==> config.mk <==
export PLATFORM = sky130hd
export DESIGN_NAME = ciwm_mapper
export DESIGN_NICKNAME = d
export VERILOG_FILES = /design/src/logic/ciwm_pkg.sv /design/src/logic/ciwm_mapper.sv
export VERILOG_INCLUDE_DIRS = /design/src /design/src/logic
export SDC_FILE = /design/constraint.sdc
export NUM_CORES = 2
export LEC_CHECK = 0
export BUFFER_PORTS_ARGS = -buffer_cell sky130_fd_sc_hd__buf_2
export CAP_MARGIN = 20
export CORE_MARGIN = 1
export CORE_UTILIZATION = 35
export CTS_CLUSTER_SIZE = 12
export DETAILED_ROUTE_END_ITERATION = 12
export PLACE_DENSITY_LB_ADDON = 0.1
export RECOVER_POWER = 50
export SYNTH_ARGS = -nofsm -noshare
export SYNTH_HDL_FRONTEND = slang
export SYNTH_SLANG_ARGS = --single-unit
==> constraint.sdc <==
create_clock -name i_clk -period 6.6 [get_ports i_clk]
set_input_delay 0.66 -clock i_clk [delete_from_list [all_inputs] [get_ports i_clk]]
set_output_delay 0.66 -clock i_clk [all_outputs]
set_load 0.05 [all_outputs]
==> src/logic/ciwm_consts.svh <==
// constants of the cyclic io word mapper: parameter numbers, limits, resets
`ifndef CIWM_CONSTS_SVH
`define CIWM_CONSTS_SVH

`define CIWM_NUM_IN_SLOT0 14'h0334
`define CIWM_NUM_OUT_SLOT0 14'h0343
`define CIWM_NUM_UPDATE 14'h0351
`define CIWM_SLOT_MAX 16'h270F
`define CIWM_SLOT_RESET 14'h0000
`define CIWM_FIXED_WORDS 5'h04
`define CIWM_SLOTS 12
`define CIWM_RESTART_CYCLES 64

`endif

==> src/logic/ciwm_pkg.sv <==
// types of the cyclic io word mapper
`default_nettype none
package ciwm_pkg;

   typedef struct packed {
      logic [15:0] status_word;
      logic [15:0] motor_speed;
      logic [15:0] torque_current;
      logic [15:0] control_mode;
   } ciwm_fixed_in_t;

   typedef struct packed {
      logic [15:0] control_word;
      logic [15:0] speed_ref;
      logic [15:0] torque_ref;
      logic [15:0] mode_req;
   } ciwm_fixed_out_t;

   typedef struct packed {
      logic wr;
      logic rd;
      logic [13:0] num;
      logic [15:0] wdata;
   } ciwm_cfg_req_t;

   typedef enum logic [2:0] {
      ST_IDLE,
      ST_LOAD,
      ST_WAIT,
      ST_SEND
   } ciwm_in_state_t;

endpackage
`default_nettype wire

==> src/logic/ciwm_mapper.sv <==
// cyclic process-data image builder and receiver for the network interface
`timescale 1ns/100ps
`default_nettype none
`include "ciwm_consts.svh"

module ciwm_mapper #(
   parameter int RESTART_CYCLES = `CIWM_RESTART_CYCLES
) (
   input wire logic i_clk,
   input wire logic i_reset_n,
   // parameter access from the drive's parameter handler
   input wire ciwm_pkg::ciwm_cfg_req_t i_cfg,
   output logic o_cfg_ack,
   output logic [15:0] o_cfg_rdata,
   // protocol select, from the interface logic on the same clock
   input wire logic i_modbus_tcp,
   // fixed input words supplied by the drive core
   input wire ciwm_pkg::ciwm_fixed_in_t i_fixed,
   // parameter store read for mapped input words
   output logic o_prd_req,
   output logic [13:0] o_prd_num,
   input wire logic i_prd_valid,
   input wire logic [15:0] i_prd_data,
   // parameter store write for mapped output words
   output logic o_pwr_valid,
   output logic [13:0] o_pwr_num,
   output logic [15:0] o_pwr_data,
   // input area stream toward the network
   input wire logic i_cycle_start,
   output logic o_in_valid,
   output logic [15:0] o_in_data,
   output logic o_in_last,
   input wire logic i_in_ready,
   // output area stream from the network
   input wire logic i_out_valid,
   input wire logic [15:0] i_out_data,
   input wire logic i_out_last,
   output logic o_out_ready,
   output ciwm_pkg::ciwm_fixed_out_t o_fixed,
   // status
   output logic o_link_up,
   output logic [4:0] o_in_count,
   output logic [4:0] o_out_count
);

   localparam int NS = `CIWM_SLOTS;

   generate
      if (RESTART_CYCLES < 1 || RESTART_CYCLES > 65535) begin : g_chk
         $error("ciwm_mapper: RESTART_CYCLES out of range");
      end
   endgenerate

   // ------------------------------------------------------------
   // helpers
   // ------------------------------------------------------------
   // words in an area: fixed four plus slots before the first zero
   function automatic logic [4:0] area_len(input logic [13:0] m [NS]);
      logic [4:0] n;
      logic stop;
      n = `CIWM_FIXED_WORDS;
      stop = 1'b0;
      for (int k = 0; k < NS; k++) begin
         if (m[k] == 14'h0000) begin
            stop = 1'b1;
         end
         if (!stop) begin
            n = n + 5'h01;
         end
      end
      return n;
   endfunction

   // slot index of a parameter number relative to a base, or none
   function automatic logic slot_hit(input logic [13:0] num,
                                     input logic [13:0] base,
                                     output logic [3:0] idx);
      logic [13:0] d;
      d = num - base;
      idx = d[3:0];
      return (num >= base) && (d < 14'(NS));
   endfunction

   // ------------------------------------------------------------
   // live mapping registers and update control
   // ------------------------------------------------------------
   logic [13:0] in_map_q [NS];
   logic [13:0] out_map_q [NS];
   logic update_q;
   logic restart_done;
   logic [15:0] restart_cnt_q;
   logic restarting_q;

   logic [3:0] in_idx_hit;
   logic [3:0] out_idx_hit;
   logic in_hit;
   logic out_hit;
   logic upd_hit;
   logic wr_legal;

   always_comb begin
      in_hit = slot_hit(i_cfg.num, `CIWM_NUM_IN_SLOT0, in_idx_hit);
      out_hit = slot_hit(i_cfg.num, `CIWM_NUM_OUT_SLOT0, out_idx_hit);
      upd_hit = (i_cfg.num == `CIWM_NUM_UPDATE);
      wr_legal = (i_cfg.wdata <= `CIWM_SLOT_MAX);
   end

   always_ff @(posedge i_clk or negedge i_reset_n) begin
      if (!i_reset_n) begin
         for (int k = 0; k < NS; k++) begin
            in_map_q[k] <= `CIWM_SLOT_RESET;
            out_map_q[k] <= `CIWM_SLOT_RESET;
         end
      end else if (i_cfg.wr && wr_legal) begin
         if (in_hit) begin
            in_map_q[in_idx_hit] <= i_cfg.wdata[13:0];
         end
         if (out_hit) begin
            out_map_q[out_idx_hit] <= i_cfg.wdata[13:0];
         end
      end
   end

   // writing 1 arms the update; a new 1 in the clearing cycle wins
   always_ff @(posedge i_clk or negedge i_reset_n) begin
      if (!i_reset_n) begin
         update_q <= 1'b0;
      end else if (i_cfg.wr && upd_hit && i_cfg.wdata == 16'h0001) begin
         update_q <= 1'b1;
      end else if (restart_done) begin
         update_q <= 1'b0;
      end
   end

   // restart sequence: link drops for RESTART_CYCLES - 1 cycles, then shadow loads;
   // reset itself runs one so power-up latches the stored mapping
   assign restart_done = restarting_q && (restart_cnt_q == 16'h0000);

   always_ff @(posedge i_clk or negedge i_reset_n) begin
      if (!i_reset_n) begin
         restarting_q <= 1'b1;
         restart_cnt_q <= 16'(RESTART_CYCLES - 1);
      end else if (restart_done) begin
         restarting_q <= 1'b0;
      end else if (restarting_q) begin
         restart_cnt_q <= restart_cnt_q - 16'h0001;
      end else if (update_q) begin
         restarting_q <= 1'b1;
         restart_cnt_q <= 16'(RESTART_CYCLES - 1);
      end
   end

   always_ff @(posedge i_clk or negedge i_reset_n) begin
      if (!i_reset_n) begin
         o_link_up <= 1'b0;
      end else begin
         o_link_up <= !restarting_q || restart_done;
      end
   end

   // ------------------------------------------------------------
   // shadow copy used by the exchange
   // ------------------------------------------------------------
   logic [13:0] in_sh_q [NS];
   logic [13:0] out_sh_q [NS];
   logic [4:0] in_cnt_q;
   logic [4:0] out_cnt_q;

   always_ff @(posedge i_clk or negedge i_reset_n) begin
      if (!i_reset_n) begin
         for (int k = 0; k < NS; k++) begin
            in_sh_q[k] <= `CIWM_SLOT_RESET;
            out_sh_q[k] <= `CIWM_SLOT_RESET;
         end
         in_cnt_q <= `CIWM_FIXED_WORDS;
         out_cnt_q <= `CIWM_FIXED_WORDS;
      end else if (restart_done) begin
         in_sh_q <= in_map_q;
         out_sh_q <= out_map_q;
         if (i_modbus_tcp) begin
            // parameters are reached directly; no mapped words at all
            in_cnt_q <= `CIWM_FIXED_WORDS;
            out_cnt_q <= `CIWM_FIXED_WORDS;
         end else begin
            in_cnt_q <= area_len(in_map_q);
            out_cnt_q <= area_len(out_map_q);
         end
      end
   end

   assign o_in_count = in_cnt_q;
   assign o_out_count = out_cnt_q;

   // ------------------------------------------------------------
   // parameter read-back
   // ------------------------------------------------------------
   always_ff @(posedge i_clk or negedge i_reset_n) begin
      if (!i_reset_n) begin
         o_cfg_ack <= 1'b0;
         o_cfg_rdata <= 16'h0000;
      end else begin
         o_cfg_ack <= i_cfg.wr || i_cfg.rd;
         if (!i_cfg.rd) begin
            o_cfg_rdata <= 16'h0000;
         end else if (in_hit) begin
            o_cfg_rdata <= {2'b00, in_map_q[in_idx_hit]};
         end else if (out_hit) begin
            o_cfg_rdata <= {2'b00, out_map_q[out_idx_hit]};
         end else if (upd_hit) begin
            o_cfg_rdata <= {15'h0000, update_q};
         end else begin
            o_cfg_rdata <= 16'h0000;
         end
      end
   end

   // ------------------------------------------------------------
   // input area builder
   // ------------------------------------------------------------
   ciwm_pkg::ciwm_in_state_t st_q;
   logic [4:0] idx_q;
   logic [3:0] slot_sel;
   logic [15:0] fixed_word;

   assign slot_sel = 4'(idx_q - `CIWM_FIXED_WORDS);

   always_comb begin
      unique case (idx_q[1:0])
         2'h0: fixed_word = i_fixed.status_word;
         2'h1: fixed_word = i_fixed.motor_speed;
         2'h2: fixed_word = i_fixed.torque_current;
         2'h3: fixed_word = i_fixed.control_mode;
      endcase
   end

   always_ff @(posedge i_clk or negedge i_reset_n) begin
      if (!i_reset_n) begin
         st_q <= ciwm_pkg::ST_IDLE;
         idx_q <= 5'h00;
         o_prd_req <= 1'b0;
         o_prd_num <= 14'h0000;
         o_in_valid <= 1'b0;
         o_in_data <= 16'h0000;
         o_in_last <= 1'b0;
      end else if (restarting_q) begin
         // a restart abandons any half-built image
         st_q <= ciwm_pkg::ST_IDLE;
         o_prd_req <= 1'b0;
         o_in_valid <= 1'b0;
         o_in_last <= 1'b0;
      end else begin
         o_prd_req <= 1'b0;
         unique case (st_q)
            ciwm_pkg::ST_IDLE: begin
               if (i_cycle_start) begin
                  idx_q <= 5'h00;
                  st_q <= ciwm_pkg::ST_LOAD;
               end
            end
            ciwm_pkg::ST_LOAD: begin
               o_in_last <= (idx_q == in_cnt_q - 5'h01);
               if (idx_q < `CIWM_FIXED_WORDS) begin
                  o_in_data <= fixed_word;
                  o_in_valid <= 1'b1;
                  st_q <= ciwm_pkg::ST_SEND;
               end else begin
                  o_prd_req <= 1'b1;
                  o_prd_num <= in_sh_q[slot_sel];
                  st_q <= ciwm_pkg::ST_WAIT;
               end
            end
            ciwm_pkg::ST_WAIT: begin
               if (i_prd_valid) begin
                  // raw integer, no scaling applied
                  o_in_data <= i_prd_data;
                  o_in_valid <= 1'b1;
                  st_q <= ciwm_pkg::ST_SEND;
               end
            end
            ciwm_pkg::ST_SEND: begin
               if (i_in_ready) begin
                  o_in_valid <= 1'b0;
                  if (o_in_last) begin
                     o_in_last <= 1'b0;
                     st_q <= ciwm_pkg::ST_IDLE;
                  end else begin
                     idx_q <= idx_q + 5'h01;
                     st_q <= ciwm_pkg::ST_LOAD;
                  end
               end
            end
         endcase
      end
   end

   // ------------------------------------------------------------
   // output area receiver
   // ------------------------------------------------------------
   logic [4:0] oidx_q;
   logic [3:0] oslot;
   logic take;

   assign take = i_out_valid && o_out_ready;
   assign oslot = 4'(oidx_q - `CIWM_FIXED_WORDS);

   always_ff @(posedge i_clk or negedge i_reset_n) begin
      if (!i_reset_n) begin
         o_out_ready <= 1'b0;
      end else begin
         o_out_ready <= !restarting_q || restart_done;
      end
   end

   always_ff @(posedge i_clk or negedge i_reset_n) begin
      if (!i_reset_n) begin
         oidx_q <= 5'h00;
      end else if (restarting_q) begin
         oidx_q <= 5'h00;
      end else if (take) begin
         if (i_out_last) begin
            oidx_q <= 5'h00;
         end else if (oidx_q != 5'h1F) begin
            oidx_q <= oidx_q + 5'h01;
         end
      end
   end

   always_ff @(posedge i_clk or negedge i_reset_n) begin
      if (!i_reset_n) begin
         o_fixed <= '0;
      end else if (take) begin
         unique case (oidx_q)
            5'h00: o_fixed.control_word <= i_out_data;
            5'h01: o_fixed.speed_ref <= i_out_data;
            5'h02: o_fixed.torque_ref <= i_out_data;
            5'h03: o_fixed.mode_req <= i_out_data;
            default: ;
         endcase
      end
   end

   // words past the configured length are dropped without complaint
   always_ff @(posedge i_clk or negedge i_reset_n) begin
      if (!i_reset_n) begin
         o_pwr_valid <= 1'b0;
         o_pwr_num <= 14'h0000;
         o_pwr_data <= 16'h0000;
      end else begin
         o_pwr_valid <= 1'b0;
         if (take && oidx_q >= `CIWM_FIXED_WORDS
             && oidx_q < out_cnt_q) begin
            o_pwr_valid <= 1'b1;
            o_pwr_num <= out_sh_q[oslot];
            o_pwr_data <= i_out_data;
         end
      end
   end

endmodule
`default_nettype wire

-- Word level (Yosys, flattened, before mapping)
Index checks and enable logic that the tools add are counted.
- add/sub/neg operators: 30
- multiply operators: 0
- div/mod/pow operators: 0
- order comparisons: 14
- equality and inequality tests: 22
- shift-type cells: 0
- multiplexer cells: 201
- bitwise logic cells: 7
- reduce and logical (&&, ||, !) cells: 64
- operators by type and width (operator ; count):
    two-way mux 5 bit ; 75
    bitwise mux 168 bit ; 2
    logical NOT 14 bit ; 24
    binary-select mux 14 bit (select 4 bit) ; 4
    two-way mux 14 bit ; 13
    adder 5 x 1 -> 5 bit (second input constant) ; 24
    demux 14 bit (select 4 bit) ; 2
    two-way mux 1 bit ; 91
    two-way mux 16 bit ; 4
    case mux 16 bit (4 select lines) ; 1
    case mux 16 bit (2 select lines) ; 1
    greater-or-equal comparator 14 x 10 -> 1 bit (second input constant) ; 2
    < comparator 14 x 4 -> 1 bit (second input constant) ; 2
    subtractor 14 x 10 -> 14 bit (second input constant) ; 2
    greater-or-equal comparator 5 bit (second input constant) ; 4
    NOT 4 -> 5 bit ; 4
    AND reduction 2 bit ; 9
    equality test 16 x 1 -> 1 bit (second input constant) ; 1
    less-or-equal comparator 16 x 14 -> 1 bit (second input constant) ; 1
    logical NOT 16 bit ; 1
    subtractor 16 x 1 -> 16 bit (second input constant) ; 1
    equality test 14 x 10 -> 1 bit (second input constant) ; 1
    two-way mux 3 bit ; 4
    != test 3 bit (second input constant) ; 4
    other kinds (32) ; 61
- flip-flop bits (word level): 859
- latch bits: 0
- bits in writable memories: 0
- bits in read-only memories: 0
- input port bits: 136
- output and inout port bits: 157
- logic and storage cells: 409
- memories kept: 0

-- Longest topological paths before layout
- word-level depth: 50
- gate-level depth with buffers: 27
- gate-level depth less buffers: 27

-- Worst setup path before layout
OpenSTA, ideal clock, no wires.
- path kind: register to register
- from: register out_map_q[159] (netlist bit)
- to: register out_cnt_q[4] (netlist: o_out_count[4])
- library setup time: 121 ps
- arrival: 4870 ps
- data required time: 6479 ps
- path slack: 1609 ps
- cell stages (with the launch flop): 27
- buffers on the path: 0
- period minus slack after synthesis: 4991 ps
- cells stage by stage: dfrtp_1 nor4_1 nand4_1 nand2_1 inv_1 ha_1 nor2_1 nor2_1 ha_1 mux2i_1 a21oi_1 mux2_2 ha_1 mux2_2 ha_1 mux2i_1 mux2_2 inv_1 ha_1 nand2_1 o21ai_0 ha_1 and2_1 nand2_1 a211o_1 xnor2_1 a22o_1
- cells in the longest elaborated chain, start to end: 50
- elaborated cells on any way between the ends: 83
- those cells by class: add/sub (11); mux (71); reduce/logical (1)
- ends and longest elaborated chain (item ; RTL line ; source):
    from (decl) ; ciwm_mapper.sv:88 ; logic [13:0] out_map_q [NS];
    from (signal, indexed assignment) ; ciwm_mapper.sv:112 ; out_map_q[k] <= `CIWM_SLOT_RESET;
    from (signal, indexed assignment) ; ciwm_mapper.sv:119 ; out_map_q[out_idx_hit] <= i_cfg.wdata[13:0];
    logical NOT 14 bit * ; ciwm_mapper.sv:64 ; if (m[k] == 14'h0000) begin
    two-way mux 1 bit * ; ciwm_mapper.sv:64 ;
    two-way mux 1 bit * ; ciwm_mapper.sv:180 ; if (i_modbus_tcp) begin
    two-way mux 1 bit * ; ciwm_mapper.sv:177 ; end else if (restart_done) begin
    two-way mux 1 bit ; ciwm_mapper.sv:67 ; if (!stop) begin
    two-way mux 5 bit ; ciwm_mapper.sv:180 ;
    two-way mux 5 bit ; ciwm_mapper.sv:177 ;
    adder 5 x 1 -> 5 bit ; ciwm_mapper.sv:68 ; n = n + 5'h01;
    (+34 left out) ; -- ;
    two-way mux 5 bit ; ciwm_mapper.sv:177 ;
    adder 5 x 1 -> 5 bit ; ciwm_mapper.sv:68 ;
    two-way mux 5 bit ; ciwm_mapper.sv:67 ;
    two-way mux 5 bit ; ciwm_mapper.sv:180 ;
    two-way mux 5 bit ; ciwm_mapper.sv:177 ;
    adder 5 x 1 -> 5 bit ; ciwm_mapper.sv:68 ;
    two-way mux 5 bit * ; ciwm_mapper.sv:67 ;
    two-way mux 5 bit * ; ciwm_mapper.sv:180 ;
    to (signal assigned) ; ciwm_mapper.sv:176 ; out_cnt_q <= `CIWM_FIXED_WORDS;
    to (signal assigned) ; ciwm_mapper.sv:183 ; out_cnt_q <= `CIWM_FIXED_WORDS;
    to (signal assigned) ; ciwm_mapper.sv:186 ; out_cnt_q <= area_len(out_map_q);
    to (decl) ; ciwm_mapper.sv:167 ; logic [4:0] out_cnt_q;
Mark *: on every way between the ends. The rest lies on a longest branch, timed or not. The select of a mux whose other input is x is not followed.
A chain may end at the register's enable or synchronous reset.

-- Worst setup path in the final report
- from: register out_map_q[163] (netlist bit)
- to: register out_cnt_q[4] (netlist: o_out_count[4])
Same word-level chain as after synthesis.

==> out/summary.txt <==
=========================================================================================
Result of the run .......................................................... finished, violations left
Violated checks ............................................................ max-capacitance violations, max-slew violations
Max-cap violations .........................................................            8
Worst setup SP type ........................................................     register
Final HPWL from detailed placement .........................................    90,800 µm
Cell variety after synth ...................................................           87
Largest net degree at the start of global routing ..........................          156
Portion of synthesized cell area occupied by the leading cell type .........        0.512
Remaining max-slew budget at the tightest pin ..............................        -1.78
Utilization after layout ...................................................        0.410
Buffer count from post-CTS setup fixing ....................................            0
Most prevalent standard cell on the critical path .......................... sky130_fd_sc_hd__ha_1
Number of clock buffers inserted by TritonCTS ..............................          101
Avg Synthesized Cell Area ..................................................     13.8 µm²
Clock insertion delay at the later pin of the skew report ..................       700 ps
Placeable Area .............................................................  117,000 µm²
Area of the mapped netlist .................................................   41,400 µm²
First-pass GRT wire length .................................................   198,000 µm
Detail Route Antenna Nets ..................................................            0
Classification of the worst-slack hold path ................................  in -> async
Count of buffers from port buffering .......................................          290
Cells resized by post-CTS repair ...........................................            0
Synthesis-stage register bit count .........................................          856
Root cell of the clock tree ................................................ sky130_fd_sc_hd__clkbuf_16
Actual slew at the worst max-slew pin ......................................      4180 ps
Type of destination of the critical path ...................................     register
Library cell occupying the most area in the post-synthesis netlist ......... sky130_fd_sc_hd__dfrtp_1
Max Root-Sink Buffers ......................................................            3
Part of the Yosys area used for sequential elements ........................        0.518
Proportion of register bits with asynchronous set or reset after synthesis .         1.00
Post-route minimum period ..................................................      5870 ps
Hold Vio Cnt, Final ........................................................            0
Number of enable flip-flop cells after synthesis ...........................            0
CP Data Arrival Time .......................................................      6460 ps
Number of pins exceeding their max-slew limit in the final report ..........          683
Horizontal die dimension ...................................................       346 µm
Antenna violations before repair ...........................................           14
Required time at the endpoint of the critical path .........................      7180 ps
Total detailed-routing wirelength ..........................................   132,000 µm
RD Place Congestion ........................................................        0.903
TritonCTS clock tree .......................................................         done
Fin Clk Skew ...............................................................      28.1 ps
Primary flip-flop cell chosen by synthesis mapping ......................... sky130_fd_sc_hd__dfrtp_1
Number of global-route vias before repair ..................................       28,214
Ranking of synthesized cells by instance count ............................. sky130_fd_sc_hd__dfrtp_1, sky130_fd_sc_hd__mux2_2, sky130_fd_sc_hd__nand2_1
Count leader, synth ........................................................ sky130_fd_sc_hd__dfrtp_1
Final Instance Count excl. Fillers .........................................        4,847
Initial Utilization ........................................................        0.355
Fmax .......................................................................      170 MHz
Overall overflow remaining after global route ..............................            0
Number of levels in the clock H-tree .......................................            3
Total number of placement rows .............................................          125
Placed insts ...............................................................        4,658
Worst vdd rail ir drop .....................................................       208 µV
Vias .......................................................................       27,004
Die Ht .....................................................................       346 µm
Mean routed wirelength per cell ............................................      27.3 µm
Count of routing violations after the opening detailed-route iteration .....        1,984
DRC ........................................................................            0
Static power due to leakage ................................................      23.2 nW
Peak per-stage delay on the critical path ..................................       500 ps
Clock sink count ...........................................................          856
Layout-stage area growth over the synthesis result .........................        15.6%
Tcrit/Tclk final ...........................................................        0.890
Critical path type .........................................................   reg -> reg
Total power consumption of the routed design ...............................      11.7 mW
Gate count of the mapped netlist ...........................................        2,993
CTS Hold Buffers Added .....................................................            0
First-pass DRT Iterations ..................................................            7
Slowest cell on the critical path .......................................... sky130_fd_sc_hd__nor4_1
Overall track demand over capacity in global routing .......................        0.221
# nets final ...............................................................        3,425
Die outline area ...........................................................  120,000 µm²
Number of synthesis warnings ...............................................            0
Highest net fanout along the worst path ....................................            5
Sum Neg Setup Slack ........................................................         0 ps
Final Setup Violations .....................................................            0
Share of layout cells above drive strength 1 ...............................        0.429
Setup repair after global routing missed its margin ........................           no
Ratio of routed vias to standard cells .....................................         5.57
I/O pins ...................................................................          293
Pwr Density ................................................................   244 nW/µm²
Register clock-pin slew on the reported worst setup and hold paths .........        60 ps
Top cells by area, synth ................................................... sky130_fd_sc_hd__dfrtp_1, sky130_fd_sc_hd__mux2_2, sky130_fd_sc_hd__mux4_2
=========================================================================================
-- worst paths after layout --
path	from	endpoint	slack, ps	cells past startpoint
max	out_map_q[163]	o_out_count[4]	730	26
min	i_reset_n	o_fixed[1]	5	1
max reg2reg	out_map_q[163]	o_out_count[4]	730	26
min reg2reg	o_pwr_data[12]	o_pwr_data[12]	470	2
max in group asynchronous	i_reset_n	in_map_q[82]	2100	2
min in group i_clk	i_cfg[31]	o_cfg_ack	170	2
-- metal layers --
metal | vias up | GRT usage | wire length [µm]
li1 | 11646 | - | -
met1 | 14401 | 0.326 | 63500
met2 | 782 | 0.333 | 58800
met3 | 159 | 0.0424 | 7350
met4 | 16 | 0.0516 | 2530
met5 | - | 0 | 103
-- cells in the final DEF (no fill, tap or decap), types with 5 or more instances in the layout --
| cell | Yosys | final |
|---|---|---|
| sky130_fd_sc_hd__clkinv_2 | 0 | 20 |
| sky130_fd_sc_hd__a21oi_1 | 44 | 44 |
| sky130_fd_sc_hd__a211oi_1 | 6 | 6 |
| sky130_fd_sc_hd__clkbuf_16 | 0 | 103 |
| sky130_fd_sc_hd__mux2i_1 | 38 | 38 |
| sky130_fd_sc_hd__bufinv_16 | 0 | 12 |
| sky130_fd_sc_hd__o21ai_0 | 61 | 61 |
| sky130_fd_sc_hd__a22oi_1 | 44 | 44 |
| sky130_fd_sc_hd__buf_4 | 3 | 40 |
| sky130_fd_sc_hd__nor2b_1 | 25 | 24 |
| sky130_fd_sc_hd__and2_1 | 17 | 22 |
| sky130_fd_sc_hd__mux4_2 | 168 | 168 |
| sky130_fd_sc_hd__nand4_1 | 27 | 27 |
| sky130_fd_sc_hd__nand2_1 | 177 | 176 |
| sky130_fd_sc_hd__nor2_1 | 96 | 96 |
| sky130_fd_sc_hd__a222oi_1 | 16 | 16 |
| sky130_fd_sc_hd__or3_1 | 6 | 6 |
| sky130_fd_sc_hd__nor4_1 | 76 | 76 |
| sky130_fd_sc_hd__mux2_2 | 689 | 689 |
| sky130_fd_sc_hd__o31ai_1 | 5 | 5 |
| sky130_fd_sc_hd__xnor2_1 | 24 | 23 |
| sky130_fd_sc_hd__or4_1 | 5 | 5 |
| sky130_fd_sc_hd__dfstp_2 | 9 | 9 |
| sky130_fd_sc_hd__mux2_4 | 80 | 80 |
| sky130_fd_sc_hd__xor2_1 | 16 | 15 |
| sky130_fd_sc_hd__and3_1 | 8 | 8 |
| sky130_fd_sc_hd__inv_1 | 46 | 46 |
| sky130_fd_sc_hd__nand2_4 | 8 | 9 |
| sky130_fd_sc_hd__ha_1 | 50 | 49 |
| sky130_fd_sc_hd__buf_2 | 16 | 213 |
| sky130_fd_sc_hd__nand4b_1 | 5 | 5 |
| sky130_fd_sc_hd__dfrtp_1 | 847 | 843 |
| sky130_fd_sc_hd__a31oi_1 | 23 | 23 |
| sky130_fd_sc_hd__nand3_1 | 34 | 34 |
| sky130_fd_sc_hd__o211ai_1 | 19 | 19 |
| sky130_fd_sc_hd__nor3_1 | 27 | 25 |
| sky130_fd_sc_hd__clkbuf_8 | 0 | 22 |
| sky130_fd_sc_hd__clkbuf_1 | 156 | 100 |
-- power by group --
part	switching (mW)	internal, mW	total, mW
sequential	0.0155	5.26	5.28
combinational	0.365	0.124	0.489
clock	2.32	3.58	5.90
total	2.70	8.97	11.7
-- registers in the layout, indices dropped and copies added, names as in the netlist, 14 cells and up --
signal / flops
in_map_q: 168
in_sh_q: 168
out_map_q: 168
out_sh_q: 168
o_fixed: 64
o_in_data: 16
o_pwr_data: 16
restart_cnt_q: 16
o_cfg_rdata: 14
o_prd_num: 14
o_pwr_num: 14
-- worst max-delay path, delay by kind of cell (launching register included) --
kind                     cells  cell delay (ps)
flip-flops                   1              410
multiplexers                 5             1050
adder cells (fa/ha/maj)      6             1710
AND/OR/NAND/NOR              8             1630
AO/OA/AOI/OAI                4              680
buffers and inverters        2              160
XOR/XNOR                     1              130
-- cell families after synthesis --
group,count (synthesis),share of synthesized area
buffers and inverters,249,0.0250
other,1,0.0000906
multiplexers,979,0.318
adder cells (fa/ha/maj),51,0.0154
flip-flops,856,0.518
AND/OR/NAND/NOR,547,0.0690
XOR/XNOR,46,0.0118
AO/OA/AOI/OAI,264,0.0432
-- through the flow --
stage,hold slack [ps],setup slack [ps],cell area (µm²)
6_report,4.56,728,47900
5_1_grt,37.5,400,47900
4_1_cts,8.28,809,48000
3_5_place_dp,458,826,44400
3_3_place_gp,458,861,44400
2_1_floorplan,364,1610,41400
-- cell type report --
class | instances | area, µm²
clock inverters | 42 | 601
repair buffers | 343 | 1780
well taps | 1524 | 1910
fillers | 10911 | 68800
inverters | 48 | 180
diodes | 2 | 5.00
flip-flops and latches | 856 | 21400
clock buffers | 143 | 2950
multi-input cells | 1889 | 19000
Power figures use the tool's default switching activity.
